### config.mk
export PLATFORM = sky130hd
export DESIGN_NAME = e1ec_counter_bank
export DESIGN_NICKNAME = d
export VERILOG_FILES = /design/src/e1ec_pkg.sv /design/src/e1ec_counter_bank.sv /design/src/e1ec_sat_counter.sv /design/src/e1ec_sticky.sv
export SDC_FILE = /design/constraint.sdc
export NUM_CORES = 1
export LEC_CHECK = 0
export ABC_CLOCK_PERIOD_IN_PS = 2350
export BUFFER_PORTS_ARGS = -buffer_cell sky130_fd_sc_hd__buf_4
export CORE_MARGIN = 8
export CORE_UTILIZATION = 45
export CTS_BUF_LIST = sky130_fd_sc_hd__clkbuf_2 sky130_fd_sc_hd__clkbuf_4 sky130_fd_sc_hd__clkbuf_8
export CTS_CLUSTER_DIAMETER = 30
export DETAILED_ROUTE_END_ITERATION = 16
export PLACE_DENSITY = 0.73
export SLEW_MARGIN = 20
export SYNTH_ARGS = -nofsm -noshare
export SYNTH_HDL_FRONTEND = slang
export SYNTH_SLANG_ARGS = --single-unit
export TNS_END_PERCENT = 10
### constraint.sdc
create_clock -name aclk -period 2.35 [get_ports aclk]
set_input_delay 0.235 -clock aclk [delete_from_list [all_inputs] [get_ports aclk]]
set_output_delay 0.235 -clock aclk [all_outputs]
set_load 0.05 [all_outputs]
### src/e1ec_pkg.sv
// Functional notes
// - Keep 16-bit zero violation event count.
// - Low count byte at its own register.
// - High count byte at separate register.
// - Zero violation count clears when read.
// - Ordered high-then-low read pair clears count.
// - Count link 2 checksum errors, clear on read.
// - Count link 3 checksum errors, clear on read.
package e1ec_pkg;

	// Bus and field widths.
	localparam int ADDR_W = 16;
	localparam int DATA_W = 32;
	localparam int BYTE_W = 8;
	localparam int WIDE_W = 16;
	localparam int IDX_W = 12;
	localparam int STAT_W = 4;

	// Register indices; the byte address is four times the index.
	localparam logic [IDX_W-1:0] IDX_ZV_HIGH = 12'h910;
	localparam logic [IDX_W-1:0] IDX_ZV_LOW = 12'h911;
	localparam logic [IDX_W-1:0] IDX_LINK2 = 12'h91C;
	localparam logic [IDX_W-1:0] IDX_LINK3 = 12'h92C;
	localparam logic [IDX_W-1:0] IDX_IRQ_STATUS = 12'h930;
	localparam logic [IDX_W-1:0] IDX_IRQ_MASK = 12'h931;

	// Address bit positions of the word index.
	localparam int IDX_LSB = 2;
	localparam int IDX_MSB = IDX_LSB + IDX_W - 1;

	// Interrupt status bit positions.
	localparam int ST_ZV = 0;
	localparam int ST_LINK2 = 1;
	localparam int ST_LINK3 = 2;
	localparam int ST_SAT = 3;

	// Reset values.
	localparam logic [BYTE_W-1:0] BYTE_RST = 8'h00;
	localparam logic [WIDE_W-1:0] WIDE_RST = 16'h0000;
	localparam logic [STAT_W-1:0] MASK_RST = 4'h0;
	localparam logic [DATA_W-1:0] DATA_RST = 32'h00000000;

	// Bus response codes.
	localparam logic [1:0] RESP_OKAY = 2'h0;
	localparam logic [1:0] RESP_DECERR = 2'h3;

	// Events from the receive framer and the data-link controllers.
	typedef struct packed {
		logic zero_violation;
		logic link2_fcs_error;
		logic link3_fcs_error;
	} e1ec_events_t;

	// Write channel states.
	typedef enum logic [1:0] {
		WR_COLLECT = 2'h1,
		WR_RESP = 2'h2
	} e1ec_wr_state_t;

	// Read channel states.
	typedef enum logic [1:0] {
		RD_IDLE = 2'h1,
		RD_DATA = 2'h2
	} e1ec_rd_state_t;

endpackage

### src/e1ec_counter_bank.sv
`timescale 1ns/100ps
// Error event counter bank for one E1 channel, reached over AXI4-Lite.
module e1ec_counter_bank (
	// Clock and reset.
	input wire logic aclk,
	input wire logic aresetn,
	// Write address channel.
	input wire logic awvalid,
	output logic awready,
	input wire logic [e1ec_pkg::ADDR_W-1:0] awaddr,
	input wire logic [2:0] awprot,
	// Write data channel.
	input wire logic wvalid,
	output logic wready,
	input wire logic [e1ec_pkg::DATA_W-1:0] wdata,
	input wire logic [3:0] wstrb,
	// Write response channel.
	output logic bvalid,
	input wire logic bready,
	output logic [1:0] bresp,
	// Read address channel.
	input wire logic arvalid,
	output logic arready,
	input wire logic [e1ec_pkg::ADDR_W-1:0] araddr,
	input wire logic [2:0] arprot,
	// Read data channel.
	output logic rvalid,
	input wire logic rready,
	output logic [e1ec_pkg::DATA_W-1:0] rdata,
	output logic [1:0] rresp,
	// One-cycle events from the framer and link controllers.
	input wire e1ec_pkg::e1ec_events_t events,
	// Interrupt level.
	output logic irq
);

	// Decodes a byte address into a hit on one register index.
	// Bits below the word and above the index must be zero.
	function automatic logic reg_hit(
		input logic [e1ec_pkg::ADDR_W-1:0] addr,
		input logic [e1ec_pkg::IDX_W-1:0] idx
	);
		logic ok;
		ok = (addr[e1ec_pkg::IDX_LSB-1:0] == '0);
		ok = ok && (addr[e1ec_pkg::ADDR_W-1:e1ec_pkg::IDX_MSB+1] == '0);
		return ok && (addr[e1ec_pkg::IDX_MSB:e1ec_pkg::IDX_LSB] == idx);
	endfunction

	// Write channel state and held request.
	e1ec_pkg::e1ec_wr_state_t wr_state;
	logic aw_held; // Address taken, waiting for data or response.
	logic w_held; // Data taken, waiting for address or response.
	logic [e1ec_pkg::ADDR_W-1:0] aw_addr_q; // Held write address.
	logic [e1ec_pkg::DATA_W-1:0] w_data_q; // Held write data.
	logic [3:0] w_strb_q; // Held byte enables.
	logic do_write; // Both halves present, commit this cycle.

	// Read channel state.
	e1ec_pkg::e1ec_rd_state_t rd_state;
	logic rd_take; // Read address accepted this cycle.

	// Software-visible control and status.
	logic [e1ec_pkg::STAT_W-1:0] irq_mask; // Written by software.
	logic [e1ec_pkg::STAT_W-1:0] irq_status; // Sticky event bits.
	logic [e1ec_pkg::STAT_W-1:0] status_set; // Event pulses.

	// Read decode of the accepted address.
	logic hit_zv_high;
	logic hit_zv_low;
	logic hit_link2;
	logic hit_link3;
	logic hit_status;
	logic hit_mask;

	// Counter state.
	logic [e1ec_pkg::WIDE_W-1:0] zv_count; // Live 16-bit count.
	logic zv_at_max;
	logic [e1ec_pkg::BYTE_W-1:0] link2_count;
	logic link2_at_max;
	logic [e1ec_pkg::BYTE_W-1:0] link3_count;
	logic link3_at_max;

	// Low byte frozen by a high-byte read, and whether a pair is open.
	logic [e1ec_pkg::BYTE_W-1:0] zv_low_shadow;
	logic zv_pair_open;

	// Protection bits carry no meaning for this block.
	logic unused_prot;
	assign unused_prot = ^{awprot, arprot};

	// ------------------------------------------------------------
	// Write path.
	// ------------------------------------------------------------

	// Each half is accepted on its own; the other may come first.
	assign awready = (wr_state == e1ec_pkg::WR_COLLECT) && !aw_held;
	assign wready = (wr_state == e1ec_pkg::WR_COLLECT) && !w_held;
	assign bvalid = (wr_state == e1ec_pkg::WR_RESP);

	// The write is committed in the cycle after both halves are taken.
	// This costs a cycle but keeps the decode off the input pins.
	assign do_write = (wr_state == e1ec_pkg::WR_COLLECT) && aw_held && w_held;

	// Write channel sequencing.
	always_ff @(posedge aclk) begin
		if (!aresetn) begin
			wr_state <= e1ec_pkg::WR_COLLECT;
		end else begin
			unique case (wr_state)
				e1ec_pkg::WR_COLLECT: begin
					// Move on once both halves are in.
					if (do_write) begin
						wr_state <= e1ec_pkg::WR_RESP;
					end
				end
				e1ec_pkg::WR_RESP: begin
					// Hold the response until the master takes it.
					if (bready) begin
						wr_state <= e1ec_pkg::WR_COLLECT;
					end
				end
			endcase
		end
	end

	// Capture of the write address.
	always_ff @(posedge aclk) begin
		if (!aresetn) begin
			aw_held <= 1'b0;
			aw_addr_q <= '0;
		end else if (awvalid && awready) begin
			aw_held <= 1'b1;
			aw_addr_q <= awaddr;
		end else if (bvalid && bready) begin
			aw_held <= 1'b0;
		end
	end

	// Capture of the write data.
	always_ff @(posedge aclk) begin
		if (!aresetn) begin
			w_held <= 1'b0;
			w_data_q <= '0;
			w_strb_q <= '0;
		end else if (wvalid && wready) begin
			w_held <= 1'b1;
			w_data_q <= wdata;
			w_strb_q <= wstrb;
		end else if (bvalid && bready) begin
			w_held <= 1'b0;
		end
	end

	// Write response code. Counters and status are read-only, so a write
	// to them is answered OKAY and ignored; unknown addresses get DECERR.
	always_ff @(posedge aclk) begin
		if (!aresetn) begin
			bresp <= e1ec_pkg::RESP_OKAY;
		end else if (do_write) begin
			if (reg_hit(aw_addr_q, e1ec_pkg::IDX_ZV_HIGH) ||
				reg_hit(aw_addr_q, e1ec_pkg::IDX_ZV_LOW) ||
				reg_hit(aw_addr_q, e1ec_pkg::IDX_LINK2) ||
				reg_hit(aw_addr_q, e1ec_pkg::IDX_LINK3) ||
				reg_hit(aw_addr_q, e1ec_pkg::IDX_IRQ_STATUS) ||
				reg_hit(aw_addr_q, e1ec_pkg::IDX_IRQ_MASK)) begin
				bresp <= e1ec_pkg::RESP_OKAY;
			end else begin
				bresp <= e1ec_pkg::RESP_DECERR;
			end
		end
	end

	// Interrupt mask register, only the low byte lane matters.
	always_ff @(posedge aclk) begin
		if (!aresetn) begin
			irq_mask <= e1ec_pkg::MASK_RST;
		end else if (do_write && w_strb_q[0] &&
			reg_hit(aw_addr_q, e1ec_pkg::IDX_IRQ_MASK)) begin
			irq_mask <= w_data_q[e1ec_pkg::STAT_W-1:0];
		end
	end

	// ------------------------------------------------------------
	// Read path.
	// ------------------------------------------------------------

	// One read at a time; a new address is taken only when idle.
	assign arready = (rd_state == e1ec_pkg::RD_IDLE);
	assign rvalid = (rd_state == e1ec_pkg::RD_DATA);
	assign rd_take = arvalid && arready;

	// Decode of the read address, shared by data and side effects.
	assign hit_zv_high = rd_take && reg_hit(araddr, e1ec_pkg::IDX_ZV_HIGH);
	assign hit_zv_low = rd_take && reg_hit(araddr, e1ec_pkg::IDX_ZV_LOW);
	assign hit_link2 = rd_take && reg_hit(araddr, e1ec_pkg::IDX_LINK2);
	assign hit_link3 = rd_take && reg_hit(araddr, e1ec_pkg::IDX_LINK3);
	assign hit_status = rd_take && reg_hit(araddr, e1ec_pkg::IDX_IRQ_STATUS);
	assign hit_mask = rd_take && reg_hit(araddr, e1ec_pkg::IDX_IRQ_MASK);

	// Read channel sequencing.
	always_ff @(posedge aclk) begin
		if (!aresetn) begin
			rd_state <= e1ec_pkg::RD_IDLE;
		end else begin
			unique case (rd_state)
				e1ec_pkg::RD_IDLE: begin
					// Data is ready the cycle after the address.
					if (rd_take) begin
						rd_state <= e1ec_pkg::RD_DATA;
					end
				end
				e1ec_pkg::RD_DATA: begin
					// Hold data until the master takes it.
					if (rready) begin
						rd_state <= e1ec_pkg::RD_IDLE;
					end
				end
			endcase
		end
	end

	// Read data mux, sampled at acceptance so the value returned is the
	// one that the clear below throws away. Upper bits read as zero.
	always_ff @(posedge aclk) begin
		if (!aresetn) begin
			rdata <= e1ec_pkg::DATA_RST;
			rresp <= e1ec_pkg::RESP_OKAY;
		end else if (rd_take) begin
			rdata <= e1ec_pkg::DATA_RST;
			rresp <= e1ec_pkg::RESP_OKAY;
			if (hit_zv_high) begin
				rdata[e1ec_pkg::BYTE_W-1:0] <= zv_count[e1ec_pkg::WIDE_W-1:e1ec_pkg::BYTE_W];
			end else if (hit_zv_low) begin
				// Inside a pair the frozen byte is returned. A lone low
				// read shows the live byte and clears nothing.
				if (zv_pair_open) begin
					rdata[e1ec_pkg::BYTE_W-1:0] <= zv_low_shadow;
				end else begin
					rdata[e1ec_pkg::BYTE_W-1:0] <= zv_count[e1ec_pkg::BYTE_W-1:0];
				end
			end else if (hit_link2) begin
				rdata[e1ec_pkg::BYTE_W-1:0] <= link2_count;
			end else if (hit_link3) begin
				rdata[e1ec_pkg::BYTE_W-1:0] <= link3_count;
			end else if (hit_status) begin
				rdata[e1ec_pkg::STAT_W-1:0] <= irq_status;
			end else if (hit_mask) begin
				rdata[e1ec_pkg::STAT_W-1:0] <= irq_mask;
			end else begin
				// Nothing lives here.
				rresp <= e1ec_pkg::RESP_DECERR;
			end
		end
	end

	// ------------------------------------------------------------
	// Counters.
	// ------------------------------------------------------------

	// The 16-bit zero violation count. The high-byte read restarts it,
	// and the low byte of the same snapshot waits in the shadow for the
	// second read of the pair, so the two bytes always agree.
	e1ec_sat_counter #(
		.W(e1ec_pkg::WIDE_W)
	) u_zv_counter (
		.aclk(aclk),
		.aresetn(aresetn),
		.inc(events.zero_violation),
		.clr(hit_zv_high),
		.count(zv_count),
		.at_max(zv_at_max)
	);

	// Shadow of the low byte for the ordered read pair. A low read
	// closes the pair and empties the shadow, which finishes the clear.
	// A second high read before the low read simply re-snapshots.
	always_ff @(posedge aclk) begin
		if (!aresetn) begin
			zv_low_shadow <= e1ec_pkg::BYTE_RST;
			zv_pair_open <= 1'b0;
		end else if (hit_zv_high) begin
			zv_low_shadow <= zv_count[e1ec_pkg::BYTE_W-1:0];
			zv_pair_open <= 1'b1;
		end else if (hit_zv_low && zv_pair_open) begin
			zv_low_shadow <= e1ec_pkg::BYTE_RST;
			zv_pair_open <= 1'b0;
		end
	end

	// Checksum error count of the second data-link controller.
	e1ec_sat_counter #(
		.W(e1ec_pkg::BYTE_W)
	) u_link2_counter (
		.aclk(aclk),
		.aresetn(aresetn),
		.inc(events.link2_fcs_error),
		.clr(hit_link2),
		.count(link2_count),
		.at_max(link2_at_max)
	);

	// Checksum error count of the third data-link controller.
	e1ec_sat_counter #(
		.W(e1ec_pkg::BYTE_W)
	) u_link3_counter (
		.aclk(aclk),
		.aresetn(aresetn),
		.inc(events.link3_fcs_error),
		.clr(hit_link3),
		.count(link3_count),
		.at_max(link3_at_max)
	);

	// ------------------------------------------------------------
	// Interrupts.
	// ------------------------------------------------------------

	// Event pulses. The saturation bit flags an event that was dropped
	// because its counter was parked at all ones, so software knows the
	// count it reads is a floor, not the true figure.
	always_comb begin
		status_set = '0;
		status_set[e1ec_pkg::ST_ZV] = events.zero_violation;
		status_set[e1ec_pkg::ST_LINK2] = events.link2_fcs_error;
		status_set[e1ec_pkg::ST_LINK3] = events.link3_fcs_error;
		// An event that meets the clearing read is counted as one, not dropped.
		status_set[e1ec_pkg::ST_SAT] = (events.zero_violation && zv_at_max && !hit_zv_high) ||
			(events.link2_fcs_error && link2_at_max && !hit_link2) ||
			(events.link3_fcs_error && link3_at_max && !hit_link3);
	end

	// Sticky status, cleared by reading it; a fresh event wins.
	e1ec_sticky #(
		.W(e1ec_pkg::STAT_W)
	) u_status (
		.aclk(aclk),
		.aresetn(aresetn),
		.set(status_set),
		.clr(hit_status),
		.flags(irq_status)
	);

	// Interrupt level, registered so it is glitch free at the pin.
	always_ff @(posedge aclk) begin
		if (!aresetn) begin
			irq <= 1'b0;
		end else begin
			irq <= |(irq_status & irq_mask);
		end
	end

endmodule

### src/e1ec_sat_counter.sv
`timescale 1ns/100ps
// Saturating event counter with a clear that keeps a same-cycle event.
module e1ec_sat_counter #(
	parameter int W = 8
) (
	// Clock and reset.
	input wire logic aclk,
	input wire logic aresetn,
	// Control.
	input wire logic inc,
	input wire logic clr,
	// State.
	output logic [W-1:0] count,
	output logic at_max
);

	// All ones means the counter is parked.
	assign at_max = &count;

	// A clear restarts at one if an event lands in the same cycle, so
	// nothing that happens during the read is lost.
	always_ff @(posedge aclk) begin
		if (!aresetn) begin
			count <= '0;
		end else if (clr) begin
			count <= inc ? W'(1) : '0;
		end else if (inc && !at_max) begin
			count <= count + W'(1);
		end
	end

endmodule

### src/e1ec_sticky.sv
`timescale 1ns/100ps
// Sticky status bits: set wins over a clear in the same cycle.
module e1ec_sticky #(
	parameter int W = 4
) (
	// Clock and reset.
	input wire logic aclk,
	input wire logic aresetn,
	// Control.
	input wire logic [W-1:0] set,
	input wire logic clr,
	// State.
	output logic [W-1:0] flags
);

	// The clear drops old bits, the OR keeps any fresh event.
	always_ff @(posedge aclk) begin
		if (!aresetn) begin
			flags <= '0;
		end else begin
			flags <= (flags & ~{W{clr}}) | set;
		end
	end

endmodule
Yosys cells after proc, flatten, opt, wreduce, memory -nomap -nowiden --
Cells that the tools add are included.
Cells by class: add/subtract/negate cells 3, equality and inequality tests 20, muxes and demuxes 37, bitwise operators 4, reduce and logical (&&, ||, !) cells 71
Operators by type and width (count):
- $eq 12x12->1 const B | 12
- $mux 8 | 10
- $logic_and 1x1->1 | 40
- $mux 16 | 2
- $mux 2 | 11
- $add 16x1->16 const B | 1
- $add 8x1->8 const B | 2
- $mux 4 | 4
- $reduce_and 16->1 | 1
- $reduce_and 8->1 | 2
- $reduce_bool 2->1 | 6
- $and 4x4->4 | 2
- $logic_not 1->1 | 8
- $logic_not 2->1 | 4
- $mux 1 | 8
- $pmux 2 s2 | 2
- $logic_or 1x1->1 | 7
- $ne 2x1->1 const B | 3
- $eq 2x1->1 const B | 2
- $eq 2x2->1 const B | 2
- $not 4->4 | 1
- $or 4x4->4 | 1
- $reduce_and 2->1 | 2
- $reduce_or 4->1 | 1
- $ne 2x2->1 const B | 1
Storage, ports and cells: flip-flop bits (word level) 89, input port bits 84, word-level logic and storage cells 153

Logic depth before layout (Yosys ltp) --
Gate-level depths: netlist of the first run.
depth after elaboration 10, depth in mapped cells 7, mapped depth without buffers 6

Hierarchy --
Synthesis of the first run repeated with hierarchy kept, for this count alone.
Second synthesis, totals: cells, all modules 564, area, all modules 4927.2 um2
Modules (own cells, without submodules):
- e1ec_counter_bank | instances 1, cells an instance 338, area an instance 2885.3 um2
- e1ec_sat_counter at u_link2_counter ... | instances 2, cells an instance 58, area an instance 500.5 um2
- e1ec_sat_counter at u_zv_counter | instances 1, cells an instance 98, area an instance 905.9 um2
- e1ec_sticky | instances 1, cells an instance 12, area an instance 135.1 um2

Least setup slack after synthesis of the first run --
OpenSTA, ideal clock, no wires.
path kind input to register, start point input araddr[3] (netlist name), end point register u_status.flags[3], setup time 0.120 ns, arrival time 2.123 ns, path slack 0.107 ns, stages on the path 6, buffers on the path 1, cells stage by stage or3_4 -> or4_4 -> buf_6 -> or4_4 -> and2_0 -> o31a_1
On the way: longest elaborated chain between the ends 8, elaborated cells between the ends (all ways) 23, those cells by class eq/ne (4); bitwise (3); reduce/logical (16)
Ends and longest elaborated chain:
- from (decl) | line e1ec_counter_bank.sv:24 | input wire logic [e1ec_pkg::ADDR_W-1:0] araddr,
- $eq 12x12->1 | line e1ec_counter_bank.sv:46 | return ok && (addr[e1ec_pkg::IDX_MSB:e1ec_pkg::IDX_LSB] == idx);
- $logic_and 1x1->1 | line e1ec_counter_bank.sv:46
- $logic_and 1x1->1 (on tied branches) | line e1ec_counter_bank.sv:193, e1ec_counter_bank.sv:195
- $logic_not 1->1 (on tied branches) | line e1ec_counter_bank.sv:327, e1ec_counter_bank.sv:328
- $logic_and 1x1->1 (on tied branches) | line e1ec_counter_bank.sv:327, e1ec_counter_bank.sv:328
- $logic_or 1x1->1 | line e1ec_counter_bank.sv:327 | status_set[e1ec_pkg::ST_SAT] = (events.zero_violation && zv_at_max && !hit_zv_high) ||
- $logic_or 1x1->1 | line e1ec_counter_bank.sv:328 | (events.link2_fcs_error && link2_at_max && !hit_link2) ||
- $or 4x4->4 (*) | line e1ec_sticky.sv:21 | flags <= (flags & ~{W{clr}}) | set;
- to (signal assigned) | line e1ec_sticky.sv:21
- to (decl) | line e1ec_sticky.sv:13 | output logic [W-1:0] flags
Mark *: on every way between the ends. The rest lies on a longest branch, timed or not. A chain may end at the register's enable or synchronous reset.

Worst setup path after layout of the first run --
start point register rd_state[1], end point register u_status.flags[3]
On the way: longest elaborated chain between the ends 8, elaborated cells between the ends (all ways) 17, those cells by class eq/ne (1); bitwise (3); reduce/logical (13)
Ends and longest elaborated chain:
- from (decl) | line e1ec_counter_bank.sv:59 | e1ec_pkg::e1ec_rd_state_t rd_state;
- from (signal assigned) | line e1ec_counter_bank.sv:203 | rd_state <= e1ec_pkg::RD_IDLE;
- from (signal assigned) | line e1ec_counter_bank.sv:209 | rd_state <= e1ec_pkg::RD_DATA;
- from (signal assigned) | line e1ec_counter_bank.sv:215 | rd_state <= e1ec_pkg::RD_IDLE;
- $eq 2x1->1 (*) | line e1ec_counter_bank.sv:188 | assign arready = (rd_state == e1ec_pkg::RD_IDLE);
- $logic_and 1x1->1 (*) | line e1ec_counter_bank.sv:190 | assign rd_take = arvalid && arready;
- $logic_and 1x1->1 (on tied branches) | line e1ec_counter_bank.sv:193, e1ec_counter_bank.sv:195
- $logic_not 1->1 (on tied branches) | line e1ec_counter_bank.sv:327, e1ec_counter_bank.sv:328
- $logic_and 1x1->1 (on tied branches) | line e1ec_counter_bank.sv:327, e1ec_counter_bank.sv:328
- $logic_or 1x1->1 | line e1ec_counter_bank.sv:327
- $logic_or 1x1->1 | line e1ec_counter_bank.sv:328
- $or 4x4->4 (*) | line e1ec_sticky.sv:21
Marked as above.

==> impl_results.html, run 1 <==
<table>
<tr><th>Metric</th><th>Value</th></tr>
<tr><th colspan="2">CTS</th></tr>
<tr><td>Number of buffers added for setup after CTS</td><td>0</td></tr>
<tr><td>Register clock-pin slew on the reported worst setup and hold paths</td><td>0.11 ns</td></tr>
<tr><td>Buffer cell driving the clock tree root</td><td>sky130_fd_sc_hd__clkbuf_8</td></tr>
<tr><td>Max clock buf depth</td><td>2</td></tr>
<tr><td>Depth of the CTS H-tree</td><td>3</td></tr>
<tr><td>Hold buffers post-CTS</td><td>0</td></tr>
<tr><td>Insertion delay of the later-clocked pin in the worst-skew pair</td><td>0.37 ns</td></tr>
<tr><td>Clock tree from TritonCTS</td><td>done</td></tr>
<tr><td>Total clock sinks</td><td>87</td></tr>
<tr><td>Resized cells post-CTS</td><td>0</td></tr>
<tr><td>Clock buffers created by TritonCTS</td><td>9</td></tr>
<tr><th colspan="2">Layout</th></tr>
<tr><td>Syn-to-layout area delta</td><td>16.2%</td></tr>
<tr><td>Fraction of layout cells with a size suffix above 1</td><td>0.194</td></tr>
<tr><td>Commonest cells after routing, fill and taps aside</td><td>sky130_fd_sc_hd__dfxtp_1, sky130_fd_sc_hd__buf_4, sky130_fd_sc_hd__nand2_1</td></tr>
<tr><td>NumNets Final</td><td>670</td></tr>
<tr><td>Leading cell type in the layout, fill and taps excluded</td><td>sky130_fd_sc_hd__dfxtp_1</td></tr>
<tr><td>Core occupancy in the finished layout</td><td>0.535</td></tr>
<tr><td>Cell area after layout</td><td>5180 sq um</td></tr>
<tr><td>Non-Filler Instances</td><td>721</td></tr>
<tr><td>Antenna cell count</td><td>0</td></tr>
<tr><th colspan="2">Place</th></tr>
<tr><td>Placed cell areas</td><td>4980 sq um</td></tr>
<tr><td>Number of cells after detailed placement</td><td>705</td></tr>
<tr><td>Port Buffers</td><td>64</td></tr>
<tr><td>Placed wire-length estimate after detailed placement</td><td>8.12 mm</td></tr>
<tr><td>RD Place Congestion</td><td>0.841</td></tr>
<tr><th colspan="2">Drt</th></tr>
<tr><td>Via/cell ratio</td><td>5.34</td></tr>
<tr><td>ANT nets after route</td><td>0</td></tr>
<tr><td>Iteration-0 DRC count of the detailed router</td><td>328</td></tr>
<tr><td>DRC violation count after routing</td><td>0</td></tr>
<tr><td>Avg WL per Cell</td><td>14.9 um</td></tr>
<tr><td>Number of detailed-routing iterations run before antenna repair</td><td>5</td></tr>
<tr><td>Routed WL</td><td>10.7 mm</td></tr>
<tr><td>Via count of the routed design</td><td>3847</td></tr>
<tr><th colspan="2">STA</th></tr>
<tr><td>Minimum clock period</td><td>2.12 ns</td></tr>
<tr><td>Highest Clock Rate</td><td>472 MHz</td></tr>
<tr><td>Clock Skew</td><td>0.0133 ns</td></tr>
<tr><td>Worst-margin pin slew</td><td>0.563 ns</td></tr>
<tr><td>Max-Slew Margin vs Limit</td><td>0.623</td></tr>
<tr><td>Number of hold violations in the final report</td><td>0</td></tr>
<tr><td>Total setup violations reported at the end of the flow</td><td>0</td></tr>
<tr><td>RSZ-0062 raised after global routing</td><td>false</td></tr>
<tr><td>Final Cycle Share</td><td>0.901</td></tr>
<tr><td>Final setup TNS</td><td>0 ns</td></tr>
<tr><td>Number of pins with negative max-slew slack in the final report</td><td>0</td></tr>
<tr><th colspan="2">Power</th></tr>
<tr><td>Leak Pwr</td><td>1.92 nW</td></tr>
<tr><td>Power density relative to cell area</td><td>598 nW/um^2</td></tr>
<tr><td>Worst IR drop on VDD</td><td>0.000386 V</td></tr>
<tr><th colspan="2">Global route</th></tr>
<tr><td>Total GRT Usage</td><td>0.162</td></tr>
<tr><td>Maximum number of pins on one net before global-route repair</td><td>34</td></tr>
<tr><td>Number of global-route vias before repair</td><td>3705</td></tr>
<tr><td>Overflow left after global routing</td><td>0</td></tr>
<tr><td>Initial antenna violation count</td><td>0</td></tr>
<tr><td>Global-route wire length before repair</td><td>17.5 mm</td></tr>
<tr><th colspan="2">Die</th></tr>
<tr><td>Die outline width</td><td>116 um</td></tr>
<tr><td>Row Count</td><td>36</td></tr>
<tr><td>Ports</td><td>126</td></tr>
<tr><td>Height of the chip</td><td>116 um</td></tr>
<tr><td>Initial Util</td><td>0.461</td></tr>
<tr><td>Die area</td><td>13400 sq um</td></tr>
<tr><td>Core region area</td><td>9680 sq um</td></tr>
<tr><th colspan="2">Critical path</th></tr>
<tr><td>Critical path required time</td><td>2.62 ns</td></tr>
<tr><td>Startpoint types</td><td>flop</td></tr>
<tr><td>Data arrival, critical path</td><td>2.39 ns</td></tr>
<tr><td>Endpoint class of the critical path</td><td>flop</td></tr>
<tr><td>Crit-path max FO</td><td>5</td></tr>
<tr><td>Type of the worst setup path</td><td>reg2reg</td></tr>
<tr><th colspan="2">Yosys</th></tr>
<tr><td>Number of synthesis warnings</td><td>0</td></tr>
<tr><td>Gate count of the mapped netlist</td><td>522</td></tr>
<tr><td>Cells taking the most area after synthesis</td><td>sky130_fd_sc_hd__dfxtp_1, sky130_fd_sc_hd__nand2_1, sky130_fd_sc_hd__buf_4, sky130_fd_sc_hd__nor2b_1, sky130_fd_sc_hd__nor2_1</td></tr>
<tr><td>Synthesized flop and latch total</td><td>87</td></tr>
<tr><td>Proportion of netlist area held by the largest area contributor</td><td>0.390</td></tr>
<tr><td>Top cell type by total area after synthesis</td><td>sky130_fd_sc_hd__dfxtp_1</td></tr>
<tr><td>Synth Flop Type</td><td>sky130_fd_sc_hd__dfxtp_1</td></tr>
<tr><td>Mean post-synth cell area</td><td>8.55 sq um</td></tr>
<tr><td>Share of synthesized area occupied by flip-flops and latches</td><td>0.390</td></tr>
<tr><td>Summed instance area of the synthesized netlist</td><td>4460 sq um</td></tr>
<tr><td>EDFF count, synth</td><td>0</td></tr>
<tr><td>FFs w/ async S/R, synth</td><td>0</td></tr>
<tr><td>Number of unique standard cell types used by synthesis</td><td>58</td></tr>
<tr><th colspan="2">Flow run</th></tr>
<tr><td>Max-capacitance violation count</td><td>0</td></tr>
<tr><th colspan="2">Run status</th></tr>
<tr><td>Run status</td><td>finished, final reports clean</td></tr>
<tr><th colspan="2">Hold path</th></tr>
<tr><td>Class of the worst hold path</td><td>in2reg</td></tr>
</table>
==> flip-flops by register name, summed over array words and instances (netlist names), 2 cells and up <==
register               flops
u_link2_counter.count      8
u_zv_counter.count        16
aw_addr_q                 16
u_link3_counter.count      8
wr_state                   2
zv_low_shadow              8
u_status.flags             4
rd_state                   2
rdata                      8
w_data_q                   4
irq_mask                   4
==> kinds of logic (layout without fill, tap and decap cells) <==
family	count (synthesis)	in the layout	share of synthesized area
DFF	87	87	0.390
AOI/OAI and AO/OA	99	99	0.155
adders and majority gates	3	3	0.00842
muxes	23	23	0.0541
other	1	24	0.000841
xor gates and xnor gates	23	23	0.0452
buffers and inverters	59	102	0.0808
and+or+nand+nor	227	227	0.265
==> worst paths after layout <==
| check | start | end | slack (ns) | cells past startpoint |
|---|---|---|---|---|
| min reg2reg | aw_addr_q[10] | aw_addr_q[10] | 0.47 | 2 |
| max reg2reg | rd_state[1] | u_status.flags[3] | 0.23 | 5 |
| min | awaddr[14] | aw_addr_q[14] | 0.11 | 3 |
| max | rd_state[1] | u_status.flags[3] | 0.23 | 5 |
==> per-stage QoR <==
stage               hold WS [ns]  worst slack [ns]  total power, W
floorplan                  0.374             0.107         0.00198
global placement           0.448            0.0790         0.00208
detailed placement         0.458            0.0574         0.00210
CTS                       0.0940             0.232         0.00313
global route              0.0942            0.0775         0.00325
finish                     0.106             0.233         0.00310
==> where the power goes <==
| part | internal (W) | total [W] | switching, W | leakage, nW |
|---|---|---|---|---|
| Clock | 0.000420 | 0.00104 | 0.000620 | 0.0990 |
| Sequential | 0.00153 | 0.00158 | 0.0000463 | 0.708 |
| Combinational | 0.000166 | 0.000484 | 0.000318 | 1.11 |
==> worst max-delay path, cell delays in order (launching register included) <==
cell	delay (ns)
sky130_fd_sc_hd__dfxtp_1	0.35
sky130_fd_sc_hd__nand3b_1	0.19
sky130_fd_sc_hd__or4_4	0.50
sky130_fd_sc_hd__or4_4	0.54
sky130_fd_sc_hd__and2_0	0.17
sky130_fd_sc_hd__o31a_1	0.28
==> routing by layer <==
| metal | routed length (um) | GRT usage | part of all wire |
|---|---|---|---|
| met2 | 4910 | 0.265 | 0.46 |
| met1 | 4850 | 0.200 | 0.45 |
| met4 | 181 | 0.0683 | 0.017 |
| met5 | 0 | 0 | 0 |
| met3 | 774 | 0.0354 | 0.072 |
==> cell type report <==
class | count | area, sq um
fill | 910 | 4500
clock inverter | 7 | 80.1
clock buffer | 9 | 124
tap | 133 | 166
inverter | 8 | 30.0
multi-input combinational | 399 | 2440
sequential | 87 | 1740
timing repair buffer | 78 | 598
==> synthesized netlist by cell type, types with 3 or more instances <==
library cell / number
sky130_fd_sc_hd__dfxtp_1: 87
sky130_fd_sc_hd__nand2_1: 68
sky130_fd_sc_hd__nor2_1: 41
sky130_fd_sc_hd__nor2b_1: 30
sky130_fd_sc_hd__buf_4: 26
sky130_fd_sc_hd__a21oi_1: 21
sky130_fd_sc_hd__nand3_1: 20
sky130_fd_sc_hd__a21boi_0: 19
sky130_fd_sc_hd__clkbuf_1: 18
sky130_fd_sc_hd__xnor2_1: 16
sky130_fd_sc_hd__mux2i_1: 14
sky130_fd_sc_hd__a22oi_1: 12
sky130_fd_sc_hd__nor3_1: 12
sky130_fd_sc_hd__o21ai_0: 11
sky130_fd_sc_hd__mux2_2: 9
sky130_fd_sc_hd__nand4_1: 9
sky130_fd_sc_hd__inv_1: 8
sky130_fd_sc_hd__xor2_1: 7
sky130_fd_sc_hd__a211oi_1: 6
sky130_fd_sc_hd__o221ai_1: 6
sky130_fd_sc_hd__a221oi_1: 5
sky130_fd_sc_hd__and3_1: 5
sky130_fd_sc_hd__nand2b_1: 5
sky130_fd_sc_hd__nor4_1: 5
sky130_fd_sc_hd__and2_1: 4
sky130_fd_sc_hd__nor3b_1: 4
sky130_fd_sc_hd__o2bb2ai_1: 4
sky130_fd_sc_hd__and4_1: 3
sky130_fd_sc_hd__clkbuf_8: 3
sky130_fd_sc_hd__ha_1: 3
sky130_fd_sc_hd__or4_1: 3
Note: power is estimated with default switching activity, not from simulation.
==> run 2, diff against run 1 <==
- CORE_MARGIN: 8 -> unset
==> impl_results.html, run 2 (synthesis gave the netlist of run 1 again) <==
<table>
<tr><th>Metric</th><th>Value</th></tr>
<tr><th colspan="2">Run status</th></tr>
<tr><td>Run status</td><td>finished, final reports clean</td></tr>
<tr><th colspan="2">Die</th></tr>
<tr><td>Ports</td><td>126 (unchanged)</td></tr>
<tr><td>Row Count</td><td>35 (-2.8%)</td></tr>
<tr><td>Height of the chip</td><td>102 um (-12%)</td></tr>
<tr><td>Die area</td><td>10300 sq um (-23%)</td></tr>
<tr><td>Core region area</td><td>9420 sq um (-2.8%)</td></tr>
<tr><td>Initial Util</td><td>0.474 (+0.0132)</td></tr>
<tr><td>Die outline width</td><td>102 um (-12%)</td></tr>
<tr><th colspan="2">Global route</th></tr>
<tr><td>Total GRT Usage</td><td>0.200 (+0.0387)</td></tr>
<tr><td>Overflow left after global routing</td><td>0 (unchanged)</td></tr>
<tr><td>Maximum number of pins on one net before global-route repair</td><td>36 (+5.9%)</td></tr>
<tr><td>Number of global-route vias before repair</td><td>3550 (-4.2%)</td></tr>
<tr><td>Global-route wire length before repair</td><td>16.4 mm (-5.9%)</td></tr>
<tr><td>Initial antenna violation count</td><td>0 (unchanged)</td></tr>
<tr><th colspan="2">STA</th></tr>
<tr><td>RSZ-0062 raised after global routing</td><td>false</td></tr>
<tr><td>Clock Skew</td><td>0.0136 ns (+0.000243 ns)</td></tr>
<tr><td>Highest Clock Rate</td><td>460 MHz (-2.6%)</td></tr>
<tr><td>Final Cycle Share</td><td>0.925 (+0.0242)</td></tr>
<tr><td>Number of hold violations in the final report</td><td>0 (unchanged)</td></tr>
<tr><td>Number of pins with negative max-slew slack in the final report</td><td>0 (unchanged)</td></tr>
<tr><td>Final setup TNS</td><td>0 ns (unchanged)</td></tr>
<tr><td>Total setup violations reported at the end of the flow</td><td>0 (unchanged)</td></tr>
<tr><td>Minimum clock period</td><td>2.17 ns (+0.0569 ns)</td></tr>
<tr><td>Worst-margin pin slew</td><td>0.633 ns (+0.0696 ns)</td></tr>
<tr><td>Max-Slew Margin vs Limit</td><td>0.574 (-0.0494)</td></tr>
<tr><th colspan="2">Layout</th></tr>
<tr><td>Antenna cell count</td><td>0 (unchanged)</td></tr>
<tr><td>Cell area after layout</td><td>5200 sq um (+0.29%)</td></tr>
<tr><td>Fraction of layout cells with a size suffix above 1</td><td>0.197 (+0.00273)</td></tr>
<tr><td>Count of fill cells added during filler insertion</td><td>869 (-4.5%)</td></tr>
<tr><td>Commonest cells after routing, fill and taps aside</td><td>sky130_fd_sc_hd__dfxtp_1, sky130_fd_sc_hd__buf_4, sky130_fd_sc_hd__nand2_1</td></tr>
<tr><td>Syn-to-layout area delta</td><td>16.6%</td></tr>
<tr><td>Leading cell type in the layout, fill and taps excluded</td><td>sky130_fd_sc_hd__dfxtp_1</td></tr>
<tr><td>Top Registers</td><td>aw_addr_q: 16 flops, u_zv_counter.count: 16 flops</td></tr>
<tr><td>NumNets Final</td><td>672 (+0.30%)</td></tr>
<tr><th colspan="2">CTS</th></tr>
<tr><td>Clock tree from TritonCTS</td><td>done</td></tr>
<tr><td>Depth of the CTS H-tree</td><td>3 (unchanged)</td></tr>
<tr><td>Clock buffers created by TritonCTS</td><td>9 (unchanged)</td></tr>
<tr><td>Hold buffers post-CTS</td><td>0 (unchanged)</td></tr>
<tr><td>Register clock-pin slew on the reported worst setup and hold paths</td><td>0.10 ns (about the same)</td></tr>
<tr><td>Resized cells post-CTS</td><td>0 (unchanged)</td></tr>
<tr><td>Insertion delay of the later-clocked pin in the worst-skew pair</td><td>0.36 ns (about the same)</td></tr>
<tr><td>Buffer cell driving the clock tree root</td><td>sky130_fd_sc_hd__clkbuf_8</td></tr>
<tr><td>Number of buffers added for setup after CTS</td><td>0 (unchanged)</td></tr>
<tr><td>Max clock buf depth</td><td>2 (unchanged)</td></tr>
<tr><td>Total clock sinks</td><td>87 (unchanged)</td></tr>
<tr><th colspan="2">Drt</th></tr>
<tr><td>Via/cell ratio</td><td>5.28 (-0.97%)</td></tr>
<tr><td>DRC violation count after routing</td><td>0 (unchanged)</td></tr>
<tr><td>ANT nets after route</td><td>0 (unchanged)</td></tr>
<tr><td>Via count of the routed design</td><td>3799 (-1.2%)</td></tr>
<tr><td>Iteration-0 DRC count of the detailed router</td><td>176 (-46%)</td></tr>
<tr><td>Routed WL</td><td>9.78 mm (-8.7%)</td></tr>
<tr><td>Avg WL per Cell</td><td>13.6 um (-8.4%)</td></tr>
<tr><td>Number of detailed-routing iterations run before antenna repair</td><td>4 (-1)</td></tr>
<tr><th colspan="2">Power</th></tr>
<tr><td>Net switching power figure</td><td>0.000944 W (-4.1%)</td></tr>
<tr><td>Internal power summed over all cells</td><td>0.00221 W (+4.4%)</td></tr>
<tr><td>Leak Pwr</td><td>1.93 nW (+0.64%)</td></tr>
<tr><td>Worst IR drop on VDD</td><td>0.000349 V (-9.5%)</td></tr>
<tr><td>Power density relative to cell area</td><td>607 nW/um^2 (+1.4%)</td></tr>
<tr><td>Portion of total power attributed to the clock network</td><td>0.348 (+0.013)</td></tr>
<tr><td>Net Sw Frac</td><td>0.299 (-0.0181)</td></tr>
<tr><td>Flop pwr share</td><td>0.499 (-0.010)</td></tr>
<tr><td>Comb pwr share</td><td>0.153 (-0.003)</td></tr>
<tr><th colspan="2">Place</th></tr>
<tr><td>Placed wire-length estimate after detailed placement</td><td>7.34 mm (-9.6%)</td></tr>
<tr><td>RD Place Congestion</td><td>0.826 (-1.8%)</td></tr>
<tr><td>Port Buffers</td><td>64 (unchanged)</td></tr>
<tr><td>Placed cell areas</td><td>4990 sq um (+0.20%)</td></tr>
<tr><th colspan="2">Critical path</th></tr>
<tr><td>CP Cell Sequence</td><td>nand3b_1 &gt; buf_4 &gt; nor4_1 &gt; nand3_1 &gt; a22oi_1 &gt; nor2b_1</td></tr>
<tr><td>Critical path required time</td><td>2.59 ns (-0.03 ns)</td></tr>
<tr><td>Startpoint types</td><td>flop</td></tr>
<tr><td>Number of buffers and inverters on the critical path</td><td>1 (+1)</td></tr>
<tr><td>CP max-delay cell</td><td>sky130_fd_sc_hd__nor4_1</td></tr>
<tr><td>Family with the most delay on the worst path</td><td>simple AND/OR/NAND/NOR gates</td></tr>
<tr><td>Crit-path max FO</td><td>10 (+5)</td></tr>
<tr><td>Data arrival, critical path</td><td>2.42 ns (+0.03 ns)</td></tr>
<tr><td>Largest stage delay on the critical path</td><td>0.55 ns (about the same)</td></tr>
<tr><td>Type of the worst setup path</td><td>reg2reg</td></tr>
<tr><td>Endpoint class of the critical path</td><td>flop</td></tr>
<tr><th colspan="2">Flow run</th></tr>
<tr><td>Max-capacitance violation count</td><td>0 (unchanged)</td></tr>
<tr><th colspan="2">Hold path</th></tr>
<tr><td>Class of the worst hold path</td><td>in2reg</td></tr>
</table>
==> run 2: changes by cell type in the layout (fill, tap and decap cells not counted), sizes merged <==
| cell | change |
|---|---|
| inv | +2 |
| buf | +2 |
| bufinv | +1 |
| clkinv | -4 |
| clkinvlp | +1 |
==> run 2: power by group through the flow <==
stage	Combinational [W]	Clock [W]	Sequential, W
final	0.000483	0.00110	0.00158
after detailed placement	0.000482	0	0.00161
after floorplan	0.000359	0	0.00162
after CTS	0.000484	0.00112	0.00158
after global placement	0.000472	0	0.00161
after global routing	0.000526	0.00119	0.00159
==> run 2: area by class of cell <==
cell class / instances / area (sq um) / area share
Inverter: 8 / 30.0 / 0.00577
Clock inverter: 7 / 85.1 / 0.0164
Sequential cell: 87 / 1740 / 0.335
Timing Repair Buffer: 80 / 613 / 0.118
Tap cell: 129 / 161 / 0.0310
Clock buffer: 9 / 124 / 0.0238
Multi-Input combinational cell: 399 / 2440 / 0.470
==> run 2: worst reg2reg max path, cell delays in order, from the launching register on <==
cell,delay [ns]
sky130_fd_sc_hd__dfxtp_1,0.34
sky130_fd_sc_hd__nand3b_1,0.18
sky130_fd_sc_hd__buf_4,0.20
sky130_fd_sc_hd__nor4_1,0.55
sky130_fd_sc_hd__nand3_1,0.43
sky130_fd_sc_hd__a22oi_1,0.28
sky130_fd_sc_hd__nor2b_1,0.07
==> run 2: per-layer routing <==
layer,GRT usage,wire [um]
met5,0,0
met4,0.0780,175
met3,0.0297,483
met2,0.333,4520
met1,0.262,4610
==> run 2: through the flow <==
step           utilization  setup WS (ns)  hold slack, ns  instances  total power [W]
4_1_cts              0.552          0.205           0.107        719          0.00318
2_1_floorplan            -          0.107           0.374        545          0.00198
3_3_place_gp         0.530         0.0713           0.449        703          0.00208
3_5_place_dp         0.530         0.0416           0.462        703          0.00209
5_1_grt              0.552        0.00129           0.116        719          0.00330
6_report             0.552          0.176           0.121        719          0.00316
==> run 2: worst paths after layout <==
kind / cells after the start / startpoint / slack (ns) / endpoint
setup / recovery: 6 / rd_state[1] / 0.18 / zv_low_shadow[6]
hold / removal: 3 / awaddr[0] / 0.12 / aw_addr_q[0]
setup reg to reg: 6 / rd_state[1] / 0.18 / zv_low_shadow[6]
hold reg to reg: 2 / aw_addr_q[0] / 0.47 / aw_addr_q[0]
==> run 3, diff against run 2 <==
==> constraint.sdc (replaced) <==
create_clock -name aclk -period 2.35 [get_ports aclk]
set_input_delay 0.1175 -clock aclk [delete_from_list [all_inputs] [get_ports aclk]]
set_output_delay 0.1175 -clock aclk [all_outputs]
set_load 0.05 [all_outputs]
==> impl_results.html, run 3 (synthesis gave the netlist of run 1 again) <==
<table>
<tr><th>Metric</th><th>Value</th></tr>
<tr><th colspan="2">STA</th></tr>
<tr><td>Final Cycle Share</td><td>0.924 (about the same)</td></tr>
<tr><td>Number of hold violations in the final report</td><td>0 (unchanged)</td></tr>
<tr><td>Worst-margin pin slew</td><td>0.558 ns (-0.0746 ns)</td></tr>
<tr><td>RSZ-0062 raised after global routing</td><td>false</td></tr>
<tr><td>Number of pins with negative max-slew slack in the final report</td><td>0 (unchanged)</td></tr>
<tr><td>Clock Skew</td><td>0.0132 ns (-0.000328 ns)</td></tr>
<tr><td>Max-Slew Margin vs Limit</td><td>0.625 (+0.0512)</td></tr>
<tr><td>Total setup violations reported at the end of the flow</td><td>0 (unchanged)</td></tr>
<tr><td>Final setup TNS</td><td>0 ns (unchanged)</td></tr>
<tr><td>Highest Clock Rate</td><td>460 MHz (about the same)</td></tr>
<tr><td>Minimum clock period</td><td>2.17 ns (-0.00186 ns)</td></tr>
<tr><th colspan="2">Drt</th></tr>
<tr><td>Via count of the routed design</td><td>3878 (+2.1%)</td></tr>
<tr><td>DRC violation count after routing</td><td>0 (unchanged)</td></tr>
<tr><td>Number of detailed-routing iterations run before antenna repair</td><td>4 (unchanged)</td></tr>
<tr><td>Routed WL</td><td>10.3 mm (+5.0%)</td></tr>
<tr><td>Avg WL per Cell</td><td>14.3 um (+4.9%)</td></tr>
<tr><td>ANT nets after route</td><td>0 (unchanged)</td></tr>
<tr><td>Iteration-0 DRC count of the detailed router</td><td>206 (+17%)</td></tr>
<tr><td>Via/cell ratio</td><td>5.39 (+1.9%)</td></tr>
<tr><th colspan="2">Global route</th></tr>
<tr><td>Initial antenna violation count</td><td>0 (unchanged)</td></tr>
<tr><td>Maximum number of pins on one net before global-route repair</td><td>36 (unchanged)</td></tr>
<tr><td>Total GRT Usage</td><td>0.206 (+0.00598)</td></tr>
<tr><td>Global-route wire length before repair</td><td>16.8 mm (+2.4%)</td></tr>
<tr><td>Number of global-route vias before repair</td><td>3634 (+2.4%)</td></tr>
<tr><td>Overflow left after global routing</td><td>0 (unchanged)</td></tr>
<tr><th colspan="2">Place</th></tr>
<tr><td>Placed wire-length estimate after detailed placement</td><td>7.49 mm (+2.0%)</td></tr>
<tr><td>Port Buffers</td><td>64 (unchanged)</td></tr>
<tr><td>RD Place Congestion</td><td>0.879 (+6.5%)</td></tr>
<tr><th colspan="2">Critical path</th></tr>
<tr><td>Start point of the critical path</td><td>rd_state[0]</td></tr>
<tr><td>Endpoint class of the critical path</td><td>flop</td></tr>
<tr><td>Startpoint types</td><td>flop</td></tr>
<tr><td>Crit-path max FO</td><td>5 (-5)</td></tr>
<tr><td>Reg2Reg Setup Slack</td><td>0.18 ns (about the same)</td></tr>
<tr><td>Critical path required time</td><td>2.61 ns (+0.02 ns)</td></tr>
<tr><td>Worst-case reg-to-reg path depth</td><td>5 (-1)</td></tr>
<tr><td>Critical R2R Capture</td><td>u_status.flags[3]</td></tr>
<tr><td>Origin of the critical flop-to-flop path</td><td>rd_state[0]</td></tr>
<tr><td>Endpoint of the worst setup timing path</td><td>u_status.flags[3]</td></tr>
<tr><td>Data arrival, critical path</td><td>2.44 ns (+0.02 ns)</td></tr>
<tr><td>Type of the worst setup path</td><td>reg2reg</td></tr>
<tr><th colspan="2">CTS</th></tr>
<tr><td>Max clock buf depth</td><td>2 (unchanged)</td></tr>
<tr><td>Resized cells post-CTS</td><td>0 (unchanged)</td></tr>
<tr><td>Depth of the CTS H-tree</td><td>3 (unchanged)</td></tr>
<tr><td>Hold buffers post-CTS</td><td>2 (+2)</td></tr>
<tr><td>Clock buffers created by TritonCTS</td><td>9 (unchanged)</td></tr>
<tr><td>Clock tree from TritonCTS</td><td>done</td></tr>
<tr><td>Total clock sinks</td><td>87 (unchanged)</td></tr>
<tr><td>Number of buffers added for setup after CTS</td><td>0 (unchanged)</td></tr>
<tr><td>Register clock-pin slew on the reported worst setup and hold paths</td><td>0.10 ns (about the same)</td></tr>
<tr><td>Buffer cell driving the clock tree root</td><td>sky130_fd_sc_hd__clkbuf_8</td></tr>
<tr><td>Insertion delay of the later-clocked pin in the worst-skew pair</td><td>0.36 ns (about the same)</td></tr>
<tr><th colspan="2">Hold path</th></tr>
<tr><td>Class of the worst hold path</td><td>in2reg</td></tr>
<tr><th colspan="2">Layout</th></tr>
<tr><td>Commonest cells after routing, fill and taps aside</td><td>sky130_fd_sc_hd__dfxtp_1, sky130_fd_sc_hd__buf_4, sky130_fd_sc_hd__nand2_1</td></tr>
<tr><td>NumNets Final</td><td>673 (+0.15%)</td></tr>
<tr><td>Antenna cell count</td><td>0 (unchanged)</td></tr>
<tr><td>Leading cell type in the layout, fill and taps excluded</td><td>sky130_fd_sc_hd__dfxtp_1</td></tr>
<tr><td>Syn-to-layout area delta</td><td>17.3%</td></tr>
<tr><td>Core occupancy in the finished layout</td><td>0.556 (+0.00346)</td></tr>
<tr><td>Fraction of layout cells with a size suffix above 1</td><td>0.193 (-0.00372)</td></tr>
<tr><td>Top Registers</td><td>aw_addr_q: 16 flops, u_zv_counter.count: 16 flops</td></tr>
<tr><th colspan="2">Die</th></tr>
<tr><td>Core region area</td><td>9420 sq um (unchanged)</td></tr>
<tr><td>Initial Util</td><td>0.474 (unchanged)</td></tr>
<tr><td>Ports</td><td>126 (unchanged)</td></tr>
<tr><td>Row Count</td><td>35 (unchanged)</td></tr>
<tr><td>Die outline width</td><td>102 um (unchanged)</td></tr>
<tr><td>Die area</td><td>10300 sq um (unchanged)</td></tr>
<tr><td>Height of the chip</td><td>102 um (unchanged)</td></tr>
<tr><th colspan="2">Run status</th></tr>
<tr><td>Run status</td><td>finished, final reports clean</td></tr>
<tr><th colspan="2">Power</th></tr>
<tr><td>Power density relative to cell area</td><td>623 nW/um^2 (+2.7%)</td></tr>
<tr><td>Worst IR drop on VDD</td><td>0.000370 V (+6.0%)</td></tr>
<tr><td>Leak Pwr</td><td>1.95 nW (+1.0%)</td></tr>
<tr><th colspan="2">Flow run</th></tr>
<tr><td>Max-capacitance violation count</td><td>0 (unchanged)</td></tr>
</table>
[run 3: changes by cell type in the layout (fill, tap and decap cells not counted)]
| cell | before | now |
|---|---|---|
| sky130_fd_sc_hd__clkinv_2 | 0 | 1 |
| sky130_fd_sc_hd__dlygate4sd3_1 | 0 | 3 |
| sky130_fd_sc_hd__inv_8 | 2 | 1 |
| sky130_fd_sc_hd__clkinvlp_4 | 2 | 0 |
| sky130_fd_sc_hd__bufinv_16 | 1 | 2 |
| sky130_fd_sc_hd__buf_4 | 79 | 77 |
| sky130_fd_sc_hd__clkinv_4 | 0 | 1 |
[run 3: power by group]
group | internal [W] | leakage [nW] | switching (W) | total, W
combinational | 0.000169 | 1.13 | 0.000317 | 0.000486
clock | 0.000614 | 0.116 | 0.000585 | 0.00120
sequential | 0.00153 | 0.708 | 0.0000447 | 0.00158
[run 3: worst min-delay path by stage]
| stage | from | to | slack, ns | cells after the start |
|---|---|---|---|---|
| final | awaddr[14] | aw_addr_q[14] | 0.01 | 3 |
| after global routing | awaddr[14] | aw_addr_q[14] | 0.008 | 3 |
| after CTS | awaddr[14] | aw_addr_q[14] | 0.002 | 3 |
| after detailed placement | wdata[0] | w_data_q[0] | 0.39 | 3 |
| after global placement | wdata[1] | w_data_q[1] | 0.38 | 3 |
| after floorplan | events[2] | u_status.flags[0] | 0.26 | 2 |
[run 3: through the flow]
stage	hold WS (ns)	cell area, sq um	power (W)	setup WS, ns	cells
2_1_floorplan	0.256	4550	0.00198	0.199	545
3_3_place_gp	0.379	4980	0.00208	0.154	701
3_5_place_dp	0.387	4980	0.00209	0.135	701
4_1_cts	0.00203	5220	0.00328	0.175	719
5_1_grt	0.00760	5230	0.00340	0.0580	720
6_report	0.0101	5230	0.00326	0.178	720
[run 3: per-layer routing]
| metal | up-vias | GRT usage | routed length, um |
|---|---|---|---|
| met2 | 126 | 0.351 | 4850 |
| met3 | 14 | 0.0373 | 526 |
| met1 | 1816 | 0.260 | 4740 |
| met5 | - | 0 | 0 |
| li1 | 1922 | - | - |
| met4 | 0 | 0.0758 | 157 |
[run 3: critical path, stage by stage (launching register included)]
cell and delay (ns):
sky130_fd_sc_hd__dfxtp_1 0.40, sky130_fd_sc_hd__nand3b_1 0.13, sky130_fd_sc_hd__or4_4 0.50, sky130_fd_sc_hd__or4_4 0.57, sky130_fd_sc_hd__and2_0 0.19, sky130_fd_sc_hd__o31a_1 0.29
[run 3: area by class of cell]
cell class | instances | area (sq um)
Timing Repair Buffer | 81 | 628
Clock buffer | 9 | 124
Tap cell | 129 | 161
Multi-Input combinational cell | 399 | 2440
Clock inverter | 7 | 103
Sequential cell | 87 | 1740
Inverter | 8 | 30.0
Fill cell | 873 | 4180
